**src/hdl/mic_defines.svh**
```systemverilog
// offsets, field positions, reset values and timing counts of the interrupt block
`ifndef MIC_DEFINES_SVH
`define MIC_DEFINES_SVH
`define MIC_ADDR_W 8
// register indices as printed; byte address is four times the index
`define MIC_IDX_IRQ_CONTROL 8'h0B
`define MIC_IDX_PERIPH_FLAGS 8'h0C
`define MIC_IDX_PERIPH_ENABLES 8'h8C
`define MIC_IDX_OPTION 8'h81
`define MIC_IDX_CORE_CMD 8'hF0
`define MIC_IDX_VECTOR 8'hF1
`define MIC_IDX_IRQ_STATUS 8'hF2
`define MIC_IDX_IRQ_MASK 8'hF3
// irq_control_reg fields
`define MIC_BIT_GIE 7
`define MIC_BIT_PERIPHERAL_IRQ_ENABLE 6
`define MIC_BIT_TIMER_OVERFLOW_IRQ_ENABLE 5
`define MIC_BIT_EXTIE 4
`define MIC_BIT_PCIE 3
`define MIC_BIT_TOF 2
`define MIC_BIT_EXTF 1
`define MIC_BIT_PCF 0
// comparator bits in the peripheral registers
`define MIC_BIT_CMP 6
// edge select in the option register
`define MIC_BIT_EDGE 6
// core command bits
`define MIC_BIT_CMD_RETURN 0
`define MIC_BIT_CMD_GIE_CLR 1
`define MIC_BIT_CMD_WAKE 2
// status event bits
`define MIC_EV_ENTRY 0
`define MIC_EV_RETURN 1
// reset values, entry vector and acknowledge timeout
`define MIC_RST_IRQ_CONTROL 8'h00
`define MIC_RST_OPTION 8'hFF
`define MIC_VECTOR_ADDR 13'h0004
`define MIC_ACK_CYCLES 2
`endif

```
**src/hdl/mic_pkg.sv**
```systemverilog
// types shared by the interrupt block
package mic_pkg;
  typedef enum logic [1:0] {
    MIC_RST_POWER_ON,
    MIC_RST_MASTER_CLEAR,
    MIC_RST_BROWN_OUT,
    MIC_RST_WATCHDOG
  } mic_reset_kind_type;
  typedef enum {
    MIC_IDLE,
    MIC_BLOCKED,
    MIC_VECTOR
  } mic_state_type;
endpackage : mic_pkg

```
**src/hdl/mic_sync.sv**
```systemverilog
// three-stage synchroniser with agreed-change output
`timescale 1ns/1ns
module mic_sync #(
  parameter int WIDTH = 1
) (
  input wire logic clk,
  input wire logic resetn,
  input wire logic ce,
  input wire logic [WIDTH-1:0] async_in,
  output logic [WIDTH-1:0] sync_out
);
  logic [WIDTH-1:0] s1_q;
  logic [WIDTH-1:0] s2_q;
  logic [WIDTH-1:0] s3_q;
  logic [WIDTH-1:0] held_q;
  // first stage feeds only the second; held_q keeps the last agreed level
  always_ff @(posedge clk) begin
    if (!resetn) begin
      s1_q <= '0;
      s2_q <= '0;
      s3_q <= '0;
      held_q <= '0;
    end else if (ce) begin
      s1_q <= async_in;
      s2_q <= s1_q;
      s3_q <= s2_q;
      held_q <= sync_out;
    end
  end

  // agreed level passes at once, saving a cycle of entry latency
  for (genvar i = 0; i < WIDTH; i++) begin : g_agree
    assign sync_out[i] = (s2_q[i] == s3_q[i]) ? s3_q[i] : held_q[i];
  end
endmodule : mic_sync

```
**src/hdl/mic_irq_ctrl.sv**
```systemverilog
// interrupt gathering, masking and vectoring with an avalon-mm register slave
// How it works
// - four sources: pin, timer, port, comparator
// - each source has its own flag
// - flags set regardless of any enable
// - global enable gates every core request
// - clearing a source enable suppresses it
// - every reset clears global enable
// - entry clears enable, vectors to 0004h
// - return instruction sets global enable again
// - pin and port latency three or four
// - cycle after enable clear ignores requests
// - comparator bit six of flag/enable
// - control reset keeps port flag except power-on
// - watchdog wake leaves registers untouched
// - edge select picks pin rising or falling
`timescale 1ns/1ns
`include "mic_defines.svh"
module mic_irq_ctrl (
  input wire logic clk,
  input wire logic resetn,
  input wire logic ce,
  input wire mic_pkg::mic_reset_kind_type reset_kind,
  input wire logic ext_irq_pin,
  input wire logic [3:0] port_change_pins,
  input wire logic timer_zero_overflow,
  input wire logic comparator_event,
  input wire logic core_return,
  input wire logic core_gie_clear,
  input wire logic core_wake,
  input wire logic core_ack,
  output logic core_irq_req,
  output logic core_nop,
  output logic core_push,
  output logic [12:0] core_vector,
  output logic irq,
  input wire logic [`MIC_ADDR_W+1:0] avs_address,
  input wire logic avs_read,
  input wire logic avs_write,
  input wire logic [31:0] avs_writedata,
  input wire logic [3:0] avs_byteenable,
  output logic [31:0] avs_readdata,
  output logic avs_waitrequest
);
  import mic_pkg::*;

  logic [7:0] ctrl_q, ctrl_d;
  logic pflag_q, pflag_d;
  logic pen_q;
  logic [7:0] option_q;
  logic [1:0] stat_q, stat_d;
  logic [1:0] mask_q;
  mic_state_type state_q;
  logic ext_s, ext_prev_q;
  logic [3:0] port_s, port_prev_q;
  logic [1:0] ack_cnt_q;
  logic done_q;

  // pin and port inputs cross into the instruction clock
  // synchronise async events
  mic_sync #(.WIDTH(5)) u_sync (
    .clk(clk),
    .resetn(resetn),
    .ce(ce),
    .async_in({port_change_pins, ext_irq_pin}),
    .sync_out({port_s, ext_s})
  );

  // bus decode; address is byte address, index in bits above two
  wire [`MIC_ADDR_W-1:0] idx = avs_address[`MIC_ADDR_W+1:2];
  wire acc = (avs_read | avs_write) & ~done_q;
  // writes land at the edge where waitrequest is seen low
  wire wr = avs_write & done_q & ce & avs_byteenable[0];
  wire wr_ctrl = wr & (idx == `MIC_IDX_IRQ_CONTROL);
  wire wr_pflag = wr & (idx == `MIC_IDX_PERIPH_FLAGS);
  wire wr_pen = wr & (idx == `MIC_IDX_PERIPH_ENABLES);
  wire wr_opt = wr & (idx == `MIC_IDX_OPTION);
  wire wr_stat = wr & (idx == `MIC_IDX_IRQ_STATUS);
  wire wr_mask = wr & (idx == `MIC_IDX_IRQ_MASK);
  wire [7:0] wd = avs_writedata[7:0];

  // edge detection on settled levels
  // edge select for pin
  wire edge_rise = option_q[`MIC_BIT_EDGE];
  wire ext_ev = edge_rise ? (ext_s & ~ext_prev_q) : (~ext_s & ext_prev_q);
  wire port_ev = |(port_s ^ port_prev_q);

  wire [3:0] src_ev = {comparator_event, timer_zero_overflow, ext_ev, port_ev};

  // request gating; the comparator needs the peripheral enable too
  // events count in the cycle they arrive, keeping latency short
  wire [2:0] core_flag = {ctrl_q[`MIC_BIT_TOF] | src_ev[2],
                          ctrl_q[`MIC_BIT_EXTF] | src_ev[1],
                          ctrl_q[`MIC_BIT_PCF] | src_ev[0]};
  wire core_src = (ctrl_q[`MIC_BIT_TIMER_OVERFLOW_IRQ_ENABLE] & core_flag[2])
                | (ctrl_q[`MIC_BIT_EXTIE] & core_flag[1])
                | (ctrl_q[`MIC_BIT_PCIE] & core_flag[0]);
  wire cmp_src = (pflag_q | src_ev[3]) & pen_q & ctrl_q[`MIC_BIT_PERIPHERAL_IRQ_ENABLE];
  wire pending = ctrl_q[`MIC_BIT_GIE] & (core_src | cmp_src);

  // entry happens when idle and a request is pending, not in a blocked slot
  wire take = (state_q == MIC_IDLE) & pending & ~core_gie_clear;
  wire wake_only = core_wake;

  // next flag and enable values; event set wins over software write
  always_comb begin
    ctrl_d = ctrl_q;
    if (wr_ctrl) begin
      ctrl_d = wd;
    end
    if (src_ev[1]) begin
      ctrl_d[`MIC_BIT_EXTF] = 1'b1;
    end
    if (src_ev[2]) begin
      ctrl_d[`MIC_BIT_TOF] = 1'b1;
    end
    if (src_ev[0]) begin
      ctrl_d[`MIC_BIT_PCF] = 1'b1;
    end
    if (core_gie_clear) begin
      ctrl_d[`MIC_BIT_GIE] = 1'b0;
    end
    if (core_return) begin
      ctrl_d[`MIC_BIT_GIE] = 1'b1;
    end
    if (take) begin
      ctrl_d[`MIC_BIT_GIE] = 1'b0;
    end
    pflag_d = wr_pflag ? wd[`MIC_BIT_CMP] : pflag_q;
    if (src_ev[3]) begin
      pflag_d = 1'b1;
    end
    // sticky status, write-one-to-clear, set wins
    stat_d = stat_q;
    if (wr_stat) begin
      stat_d = stat_q & ~wd[1:0];
    end
    if (take) begin
      stat_d[`MIC_EV_ENTRY] = 1'b1;
    end
    if (core_return) begin
      stat_d[`MIC_EV_RETURN] = 1'b1;
    end
  end

  // interrupt control register; reset kind decides the port flag
  // port flag kept on warm reset
  always_ff @(posedge clk) begin
    if (!resetn) begin
      ctrl_q <= `MIC_RST_IRQ_CONTROL;
      // warm resets leave the port flag as it was
      if (reset_kind != MIC_RST_POWER_ON) begin
        ctrl_q[`MIC_BIT_PCF] <= ctrl_q[`MIC_BIT_PCF];
      end
    end else if (ce & ~wake_only) begin
      ctrl_q <= ctrl_d;
    end
  end

  // peripheral flag, enable, option, mask
  // comparator at bit six
  always_ff @(posedge clk) begin
    if (!resetn) begin
      pflag_q <= 1'b0;
      pen_q <= 1'b0;
      option_q <= `MIC_RST_OPTION;
      mask_q <= 2'h0;
      stat_q <= 2'h0;
    end else if (ce & ~wake_only) begin
      pflag_q <= pflag_d;
      stat_q <= stat_d;
      if (wr_pen) begin
        pen_q <= wd[`MIC_BIT_CMP];
      end
      if (wr_opt) begin
        option_q <= wd;
      end
      if (wr_mask) begin
        mask_q <= wd[1:0];
      end
    end
  end

  // edge history
  always_ff @(posedge clk) begin
    if (!resetn) begin
      ext_prev_q <= 1'b0;
      port_prev_q <= 4'h0;
    end else if (ce) begin
      ext_prev_q <= ext_s;
      port_prev_q <= port_s;
    end
  end

  // vectoring sequence towards the core
  // entry one edge after the event
  always_ff @(posedge clk) begin
    if (!resetn) begin
      state_q <= MIC_IDLE;
      core_irq_req <= 1'b0;
      core_nop <= 1'b0;
      core_push <= 1'b0;
      core_vector <= 13'h0000;
      ack_cnt_q <= 2'h0;
    end else if (ce) begin
      core_push <= 1'b0;
      core_nop <= 1'b0;
      case (state_q)
        MIC_IDLE: begin
          if (core_gie_clear) begin
            state_q <= MIC_BLOCKED;
            core_nop <= 1'b1;
          end else if (take) begin
            state_q <= MIC_VECTOR;
            core_irq_req <= 1'b1;
            core_push <= 1'b1;
            core_vector <= `MIC_VECTOR_ADDR;
            ack_cnt_q <= 2'h0;
          end
        end
        MIC_BLOCKED: begin
          state_q <= MIC_IDLE;
        end
        MIC_VECTOR: begin
          if (core_ack || ack_cnt_q == 2'(`MIC_ACK_CYCLES)) begin
            state_q <= MIC_IDLE;
            core_irq_req <= 1'b0;
          end else begin
            ack_cnt_q <= ack_cnt_q + 2'h1;
          end
        end
        default: begin
          state_q <= MIC_IDLE;
        end
      endcase
    end
  end

  // read mux
  wire [7:0] rd_mux =
    (idx == `MIC_IDX_IRQ_CONTROL) ? ctrl_q :
    (idx == `MIC_IDX_PERIPH_FLAGS) ? {1'b0, pflag_q, 6'h00} :
    (idx == `MIC_IDX_PERIPH_ENABLES) ? {1'b0, pen_q, 6'h00} :
    (idx == `MIC_IDX_OPTION) ? option_q :
    (idx == `MIC_IDX_VECTOR) ? core_vector[7:0] :
    (idx == `MIC_IDX_IRQ_STATUS) ? {6'h00, stat_q} :
    (idx == `MIC_IDX_IRQ_MASK) ? {6'h00, mask_q} : 8'h00;

  // one wait cycle, then answer; done_q drops the request for one cycle
  always_ff @(posedge clk) begin
    if (!resetn) begin
      avs_waitrequest <= 1'b1;
      avs_readdata <= 32'h0000_0000;
      done_q <= 1'b0;
      irq <= 1'b0;
    end else if (ce) begin
      irq <= |(stat_d & mask_q);
      done_q <= acc;
      avs_waitrequest <= ~acc;
      if (acc & avs_read) begin
        avs_readdata <= {24'h000000, rd_mux};
      end
    end
  end

  // entry must raise the request with the vector and drop enable
  property entry_p;
    @(posedge clk) disable iff (!resetn)
      (ce && take) |=> (core_irq_req && core_vector == 13'h0004
                        && !ctrl_q[7]);
  endproperty
  entry_vec_a: assert property (entry_p) else $error("entry vector wrong");

  return_gie_a: assert property (@(posedge clk) disable iff (!resetn)
    (ce && core_return && !take && !wake_only) |=> ctrl_q[7])
    else $error("return did not set enable");

  gate_off_a: assert property (@(posedge clk) disable iff (!resetn)
    (!ctrl_q[7]) |-> !take)
    else $error("request taken while disabled");

  blocked_slot_a: assert property (@(posedge clk) disable iff (!resetn)
    (ce && core_gie_clear && state_q == MIC_IDLE) |=> core_nop)
    else $error("no nop after enable clear");

  flag_set_a: assert property (@(posedge clk) disable iff (!resetn)
    (ce && !wake_only && timer_zero_overflow) |=> ctrl_q[2])
    else $error("timer flag not set");

  cmp_flag_a: assert property (@(posedge clk) disable iff (!resetn)
    (ce && !wake_only && comparator_event) |=> pflag_q)
    else $error("comparator flag not set");

  cmp_gate_a: assert property (@(posedge clk) disable iff (!resetn)
    (!pen_q && !core_src) |-> !pending)
    else $error("comparator request ungated");

  wake_hold_a: assert property (@(posedge clk) disable iff (!resetn)
    (ce && wake_only) |=> $stable(ctrl_q))
    else $error("wake changed control");

  reset_gie_a: assert property (@(posedge clk)
    (!resetn) |=> !ctrl_q[7])
    else $error("enable survived reset");
endmodule : mic_irq_ctrl

```
**config.mk**
```make
export PLATFORM = sky130hd
export DESIGN_NAME = mic_irq_ctrl
export DESIGN_NICKNAME = d
export VERILOG_FILES = /design/src/hdl/mic_pkg.sv /design/src/hdl/mic_sync.sv /design/src/hdl/mic_irq_ctrl.sv
export VERILOG_INCLUDE_DIRS = /design/src /design/src/hdl
export SDC_FILE = /design/constraint.sdc
export NUM_CORES = 1
export LEC_CHECK = 0
export ABC_AREA = 1
export ABC_CLOCK_PERIOD_IN_PS = 1900
export BUFFER_PORTS_ARGS = -buffer_cell sky130_fd_sc_hd__buf_2
export CAP_MARGIN = 10
export CORE_MARGIN = 2
export CORE_UTILIZATION = 35
export DETAILED_ROUTE_END_ITERATION = 10
export PLACE_DENSITY_LB_ADDON = 0.25
export RECOVER_POWER = 100
export SKIP_CTS_REPAIR_TIMING = 1
export SYNTH_ARGS = -nofsm -noshare
export SYNTH_HDL_FRONTEND = slang
export SYNTH_SLANG_ARGS = --single-unit
```
**constraint.sdc**
```tcl
create_clock -name clk -period 1.9 [get_ports clk]
set_input_delay 0.285 -clock clk [delete_from_list [all_inputs] [get_ports clk]]
set_output_delay 0.285 -clock clk [all_outputs]
set_load 0.03 [all_outputs]
```
---- Yosys cells after proc, flatten, opt, wreduce, memory -nomap -nowiden ----
Index checks and enable logic that the tools add are counted.
cells by class
  $add $sub $neg .......................... 1
  multipliers ............................. 0
  div/mod/pow operators ................... 0
  magnitude comparators ................... 0
  equality and inequality tests ........... 22
  shift operators ......................... 0
  multiplexer cells ....................... 45
  bitwise gates (word level) .............. 40
  reductions and logical operators ........ 25
operator list
  kind                                                              count
  32-bit two-way mux                                                3
  32-bit zero test                                                  2
  32-bit one-hot mux with 2 select lines                            1
  8-bit == test, second input constant                              5
  8-bit two-way mux                                                 5
  32-bit by 2-bit == test with 1-bit output, second input constant  1
  1-bit two-way mux                                                 27
  1-bit bitwise AND                                                 22
  2-bit AND reduction                                               9
  8-bit by 4-bit == test with 1-bit output, second input constant   2
  2-bit two-way mux                                                 6
  2-bit != test, second input constant                              5
  5-bit AND reduction                                               2
  2-bit nonzero test                                                5
  1-bit bitwise OR                                                  8
  1-bit inverter                                                    6
  3-bit AND reduction                                               2
  1-bit == test                                                     5
  2-bit bitwise AND                                                 2
  2-bit one-hot mux with 2 select lines                             1
  4-bit AND reduction                                               1
  4-bit nonzero test                                                1
  4-bit OR reduction                                                1
  4-bit bitwise XOR                                                 1
  10 further kinds                                                  10
storage, ports and cells
  flip-flop bits (word level) ............. 96
  latch bits .............................. 0
  memory bits (writable) .................. 0
  bits in read-only memories .............. 0
  bits of input ports ..................... 64
  output and inout port bits .............. 50
  word-level logic and storage cells ...... 159
  memories kept ........................... 0

---- Logic depth before layout (Yosys ltp) ----
  depth in word-level cells ............... 16
  gate-level depth with buffers ........... 13
  depth with buffers taken out ............ 13

---- Modules after synthesis ----
A second synthesis with hierarchy kept.
second synthesis, totals
  cells, all modules ...................... 476
  area, all modules ....................... 3,388.2 sq um
by module, submodules not included
  module        instances  cells an instance  area each (sq um)  seq. area each (sq um)
  mic_irq_ctrl  1          365                2,586.2            930.9
  mic_sync      1          111                802.0              400.4

---- Least setup slack after synthesis ----
No wires, ideal clock.
  path kind ............................... input-to-reg
  start ................................... in avs_address[9]
  end ..................................... reg ctrl_q[0] (enable)
  library setup time ...................... 0.298 ns
  data arrival time ....................... 1.199 ns
  required time ........................... 1.602 ns
  path slack .............................. 0.403 ns
  stages on the path ...................... 9
  buffers on the path ..................... 0
  cell sequence ........................... nor4_4 -> nand2_4 -> clkinv_4 -> nand2_4 -> inv_6 -> nand2_4 -> nand2_2 -> a21oi_1 -> nor2_1
between the ends
  word-level cells in the longest chain between the ends .. 4
RTL lines
  item                                                RTL line             RTL
  from (decl)                                         mic_irq_ctrl.sv:37   input wire logic [`MIC_ADDR_W+1:0] avs_address,
  8-bit by 4-bit == test with 1-bit output (no line)  n/a
  1-bit bitwise AND                                   mic_irq_ctrl.sv:74   wire wr_ctrl = wr & (idx == `MIC_IDX_IRQ_CONTROL);
  3-bit by 1-bit != test with 1-bit output (no line)  n/a
  3-bit AND reduction (no line)                       n/a
  to (signal assigned)                                mic_irq_ctrl.sv:150  ctrl_q <= `MIC_RST_IRQ_CONTROL;
  to (signal, indexed assignment)                     mic_irq_ctrl.sv:153  ctrl_q[`MIC_BIT_PCF] <= ctrl_q[`MIC_BIT_PCF];
  to (signal assigned)                                mic_irq_ctrl.sv:156  ctrl_q <= ctrl_d;
  to (decl)                                           mic_irq_ctrl.sv:47   logic [7:0] ctrl_q, ctrl_d;
Every way passes these cells.
A chain may end at the register's enable or synchronous reset.

---- Worst setup path in the final report ----
  start ................................... reg done_q
  end ..................................... reg ctrl_q[0] (enable)
between the ends
  word-level cells in the longest chain between the ends .. 6
RTL lines
  item                                                RTL line             RTL
  from (decl)                                         mic_irq_ctrl.sv:57   logic done_q;
  from (signal assigned)                              mic_irq_ctrl.sv:254  done_q <= 1'b0;
  from (signal assigned)                              mic_irq_ctrl.sv:258  done_q <= acc;
  1-bit bitwise AND (3 in a row)                      mic_irq_ctrl.sv:73   wire wr = avs_write & done_q & ce & avs_byteenable[0];
  1-bit bitwise AND                                   mic_irq_ctrl.sv:74
  3-bit by 1-bit != test with 1-bit output (no line)  n/a
  3-bit AND reduction (no line)                       n/a
Every way passes these cells.

==> results.sh <==
export IMPL_cts_tree="built"
export IMPL_timing_critical_path_slowest_cell_delay_ns=0.36
export IMPL_critical_path_class="reg2reg"
export IMPL_multiplexer_area_fraction_after_synthesis_pct=0
export IMPL_critPathRequiredTime_ns=1.96
export IMPL_critical_path_cell_chain="nand4_1, inv_1, nand2_4, inv_6, nand2_1, nand2_2, a21oi_1, nor2_1"
export IMPL_maximum_number_of_pins_on_one_net_before_global_route_repair=38
export IMPL_overall_track_demand_over_capacity_in_global_routing_pct=15.79
export IMPL_ys_ff_latch=61
export IMPL_cp_slowest_cell="sky130_fd_sc_hd__dfxtp_1"
export IMPL_max_clock_path_buffers=2
export IMPL_outcome="complete, no violations"
export IMPL_clk_pin_slew_ns=0.07
export IMPL_synth_compound_area_share_pct=16.54
export IMPL_drcViolationCount=0
export IMPL_cts_buffers=9
export IMPL_synthCells=426
export IMPL_cts_htree_levels=3
export IMPL_layout_drive_gt1_share_pct=13.75
export IMPL_timing_worst_slew_pin_value_ns=0.9793
export IMPL_layout_area_overhead_vs_synth_pct=12.05
export IMPL_syn_mean_instance_area_um2=7.263
export IMPL_coreArea_um2=8636
export IMPL_initial_utilization_pct=35.83
export IMPL_dominant_combinational_cell_family_by_area_after_synthesis="simple AND/OR/NAND/NOR gates"
export IMPL_clock_skew_ns=0.01187
export IMPL_routed_length_per_placed_instance_um=12.30
export IMPL_max_capacitance_violation_count=0
export IMPL_dr_total_vias=2779
export IMPL_die_area_um2=9609
export IMPL_synthSimpleGateAreaFrac_pct=26.57
export IMPL_top_level_ports=114
export IMPL_viasPerCell=4.726
export IMPL_routabilityCongestion=0.8311
export IMPL_total_leakage_power_uw=0.001505
export IMPL_grt_antenna_before_repair=0
export IMPL_ys_warn_count=0
export IMPL_synth_area_um2=3094
export IMPL_clock_tree_root_cell="sky130_fd_sc_hd__clkbuf_8"
export IMPL_sequential_cell_area_fraction_in_the_yosys_report_pct=39.79
export IMPL_dp_hpwl_mm=5.358
export IMPL_setup_violations_final=0
export IMPL_layout_nets=540
export IMPL_timing_final_max_slew_violations=0
export IMPL_rsz_0062_raised_after_global_routing="no"
export IMPL_pwr_density_cell_nw_per_um2=848.8
export IMPL_die_y_um=98.03
export IMPL_hp_class="in2reg"
export IMPL_detailedRoute_firstIterationViolations=97
export IMPL_crit_path_max_fanout=7
export IMPL_final_period_minus_worst_setup_slack_ns=1.727
export IMPL_grt_pass1_vias=2566
export IMPL_vdd_ir_drop_max_uv=374.2
export IMPL_detail_route_wirelength_mm=7.232
export IMPL_post_synth_num_cell_types=37
export IMPL_final_fill_count=946
export IMPL_drt_pre_antenna_iters=4
export IMPL_hold_violations=0
export IMPL_cpLargestDelayFamily="simple AND/OR/NAND/NOR gates"
export IMPL_count_of_port_buffers_added_during_placement=48
export IMPL_achievable_frequency_mhz=579.1
export IMPL_clock_insertion_delay_worst_skew_ns=0.36
export IMPL_die_x_um=98.03
export IMPL_detail_route_antenna_nets=0
export IMPL_yosys_area_share_xor_xnor_pct=0
export IMPL_crit_path_end_kind="flop"
export IMPL_holdWs_ns=0.1492
export IMPL_adder_cell_share_of_the_synthesized_area_pct=0.4044
export IMPL_grt_pass1_wl_mm=12.13
export IMPL_slew_limit_headroom_pct=34.71
export IMPL_antenna_cells=0
export IMPL_globalRouteOverflowTotal=0
export IMPL_std_cell_rows=34
export IMPL_min_period_over_period_pct=90.89
export IMPL_setup_worst_path_start_class="flop"
export IMPL_critical_path_n_buffers_inverters=2
export IMPL_setup_total_negative_slack_ns=0
export IMPL_arrival_ns=1.79
export IMPL_cts_num_sinks=61
metal layers:
layer  part of all wire (%)  global-route usage [%]  routed length (um)  up-vias
met4                    1.6                   5.769                 119        0
met3                    6.6                   4.223                 475       13
met5                      0                       0                   0        -
li1                       -                       -                   -     1446
met2                     45                   25.13                3235       82
met1                     47                   20.62                3403     1238
final timing paths:
kind	startpoint	to	slack [ns]	cells after the start
worst max-delay path	done_q$_SDFFE_PN0P_	ctrl_q[0]$_SDFFCE_PN0P_	0.17	8
worst min-delay path	port_change_pins[3]	u_sync.s1_q[4]$_SDFFE_PN0P_	0.15	3
worst max register to register	done_q$_SDFFE_PN0P_	ctrl_q[0]$_SDFFCE_PN0P_	0.17	8
worst min register to register	option_q[3]$_SDFFE_PN1P_	option_q[3]$_SDFFE_PN1P_	0.47	2
layout by cell type (no fill, tap or decap), types with 2 or more instances in the layout:
| master | Yosys | final |
|---|---|---|
| sky130_fd_sc_hd__a211oi_1 | 2 | 2 |
| sky130_fd_sc_hd__a21oi_1 | 37 | 37 |
| sky130_fd_sc_hd__a221oi_1 | 3 | 3 |
| sky130_fd_sc_hd__a31oi_1 | 8 | 8 |
| sky130_fd_sc_hd__buf_2 | 4 | 32 |
| sky130_fd_sc_hd__buf_4 | 37 | 4 |
| sky130_fd_sc_hd__clkbuf_1 | 8 | 19 |
| sky130_fd_sc_hd__clkbuf_8 | 1 | 10 |
| sky130_fd_sc_hd__clkinv_4 | 1 | 3 |
| sky130_fd_sc_hd__conb_1 | 1 | 36 |
| sky130_fd_sc_hd__dfxtp_1 | 60 | 60 |
| sky130_fd_sc_hd__inv_1 | 39 | 39 |
| sky130_fd_sc_hd__nand2_1 | 76 | 77 |
| sky130_fd_sc_hd__nand2_2 | 2 | 2 |
| sky130_fd_sc_hd__nand2_4 | 3 | 2 |
| sky130_fd_sc_hd__nand3_1 | 40 | 40 |
| sky130_fd_sc_hd__nand4_1 | 5 | 5 |
| sky130_fd_sc_hd__nor2_1 | 38 | 38 |
| sky130_fd_sc_hd__nor3_1 | 5 | 5 |
| sky130_fd_sc_hd__nor4_1 | 2 | 2 |
| sky130_fd_sc_hd__o211ai_1 | 6 | 6 |
| sky130_fd_sc_hd__o21ai_0 | 32 | 32 |
| sky130_fd_sc_hd__or2_2 | 2 | 2 |
cell type report:
class | instances | area (um2) | share of cell area (%)
clock buffers | 11 | 141.4 | 4.078
repair buffers | 54 | 257.7 | 7.434
multi-input cells | 307 | 1474 | 42.51
clock inverters | 5 | 60.06 | 1.732
inverters | 42 | 167.7 | 4.836
flip-flops and latches | 61 | 1231 | 35.51
well taps | 108 | 135.1 | 3.898
per-stage QoR:
step	util [%]	setup slack (ns)	cell area, um2	power, uW	instances
2_1_floorplan	-	0.4025	3226	1749	461
3_3_place_gp	38.22	0.09296	3301	1801	572
3_5_place_dp	38.22	0.08236	3301	1808	572
4_1_cts	40.55	0.3084	3502	2979	588
5_1_grt	40.15	0.06717	3467	3061	588
6_report	40.15	0.1731	3467	2943	588
Yosys cell counts (all sizes together):
library cell  count  share of area, %
a211oi            2              0.49
a21oi            37               6.0
a221oi            3              0.85
a22oi             1              0.40
a31oi             8               1.6
a41oi             1              0.28
buf              42               9.7
clkbuf            9               1.4
clkinv            2              0.40
conb              1              0.12
dfxtp            60                39
edfxtp            1              0.97
ha                1              0.40
inv              40               5.0
nand2            81                11
nand3            41               6.8
nand3b            1              0.24
nand4             5               1.0
nor2             40               5.2
nor3              6               1.1
nor4              3               1.1
o211ai            6               1.5
o21ai            33               5.5
or2               2              0.40
report_power, final:
group	switching, uW	internal, uW	total [uW]
clock network	530	643	1170
registers	38.2	1340	1380
logic	295	99.4	394
total	863	2080	2940
state kept, by name (all words and copies together), names as in the netlist, 2 cells and up:
register	count
ack_cnt_q	2
avs_readdata	8
ctrl_q	8
mask_q	2
option_q	8
port_prev_q	4
stat_q	2
state_q	2
u_sync.s1_q	5
u_sync.s2_q	5
u_sync.s3_q	5
worst min-delay path, stage by stage:
cell and delay [ns]:
sky130_fd_sc_hd__buf_2 0.07, sky130_fd_sc_hd__nor2_1 0.03, sky130_fd_sc_hd__nor2_1 0.08
cell families (layout without fill, tap and decap cells):
| kind of cell | Yosys count | after routing |
|---|---|---|
| and+or+nand+nor | 179 | 179 |
| buffers and inverters | 93 | 112 |
| AOI/OAI and AO/OA | 91 | 91 |
| DFF | 61 | 61 |
| adders and majority gates | 1 | 1 |
| other | 1 | 36 |
Note: power is estimated with default switching activity, not from simulation.
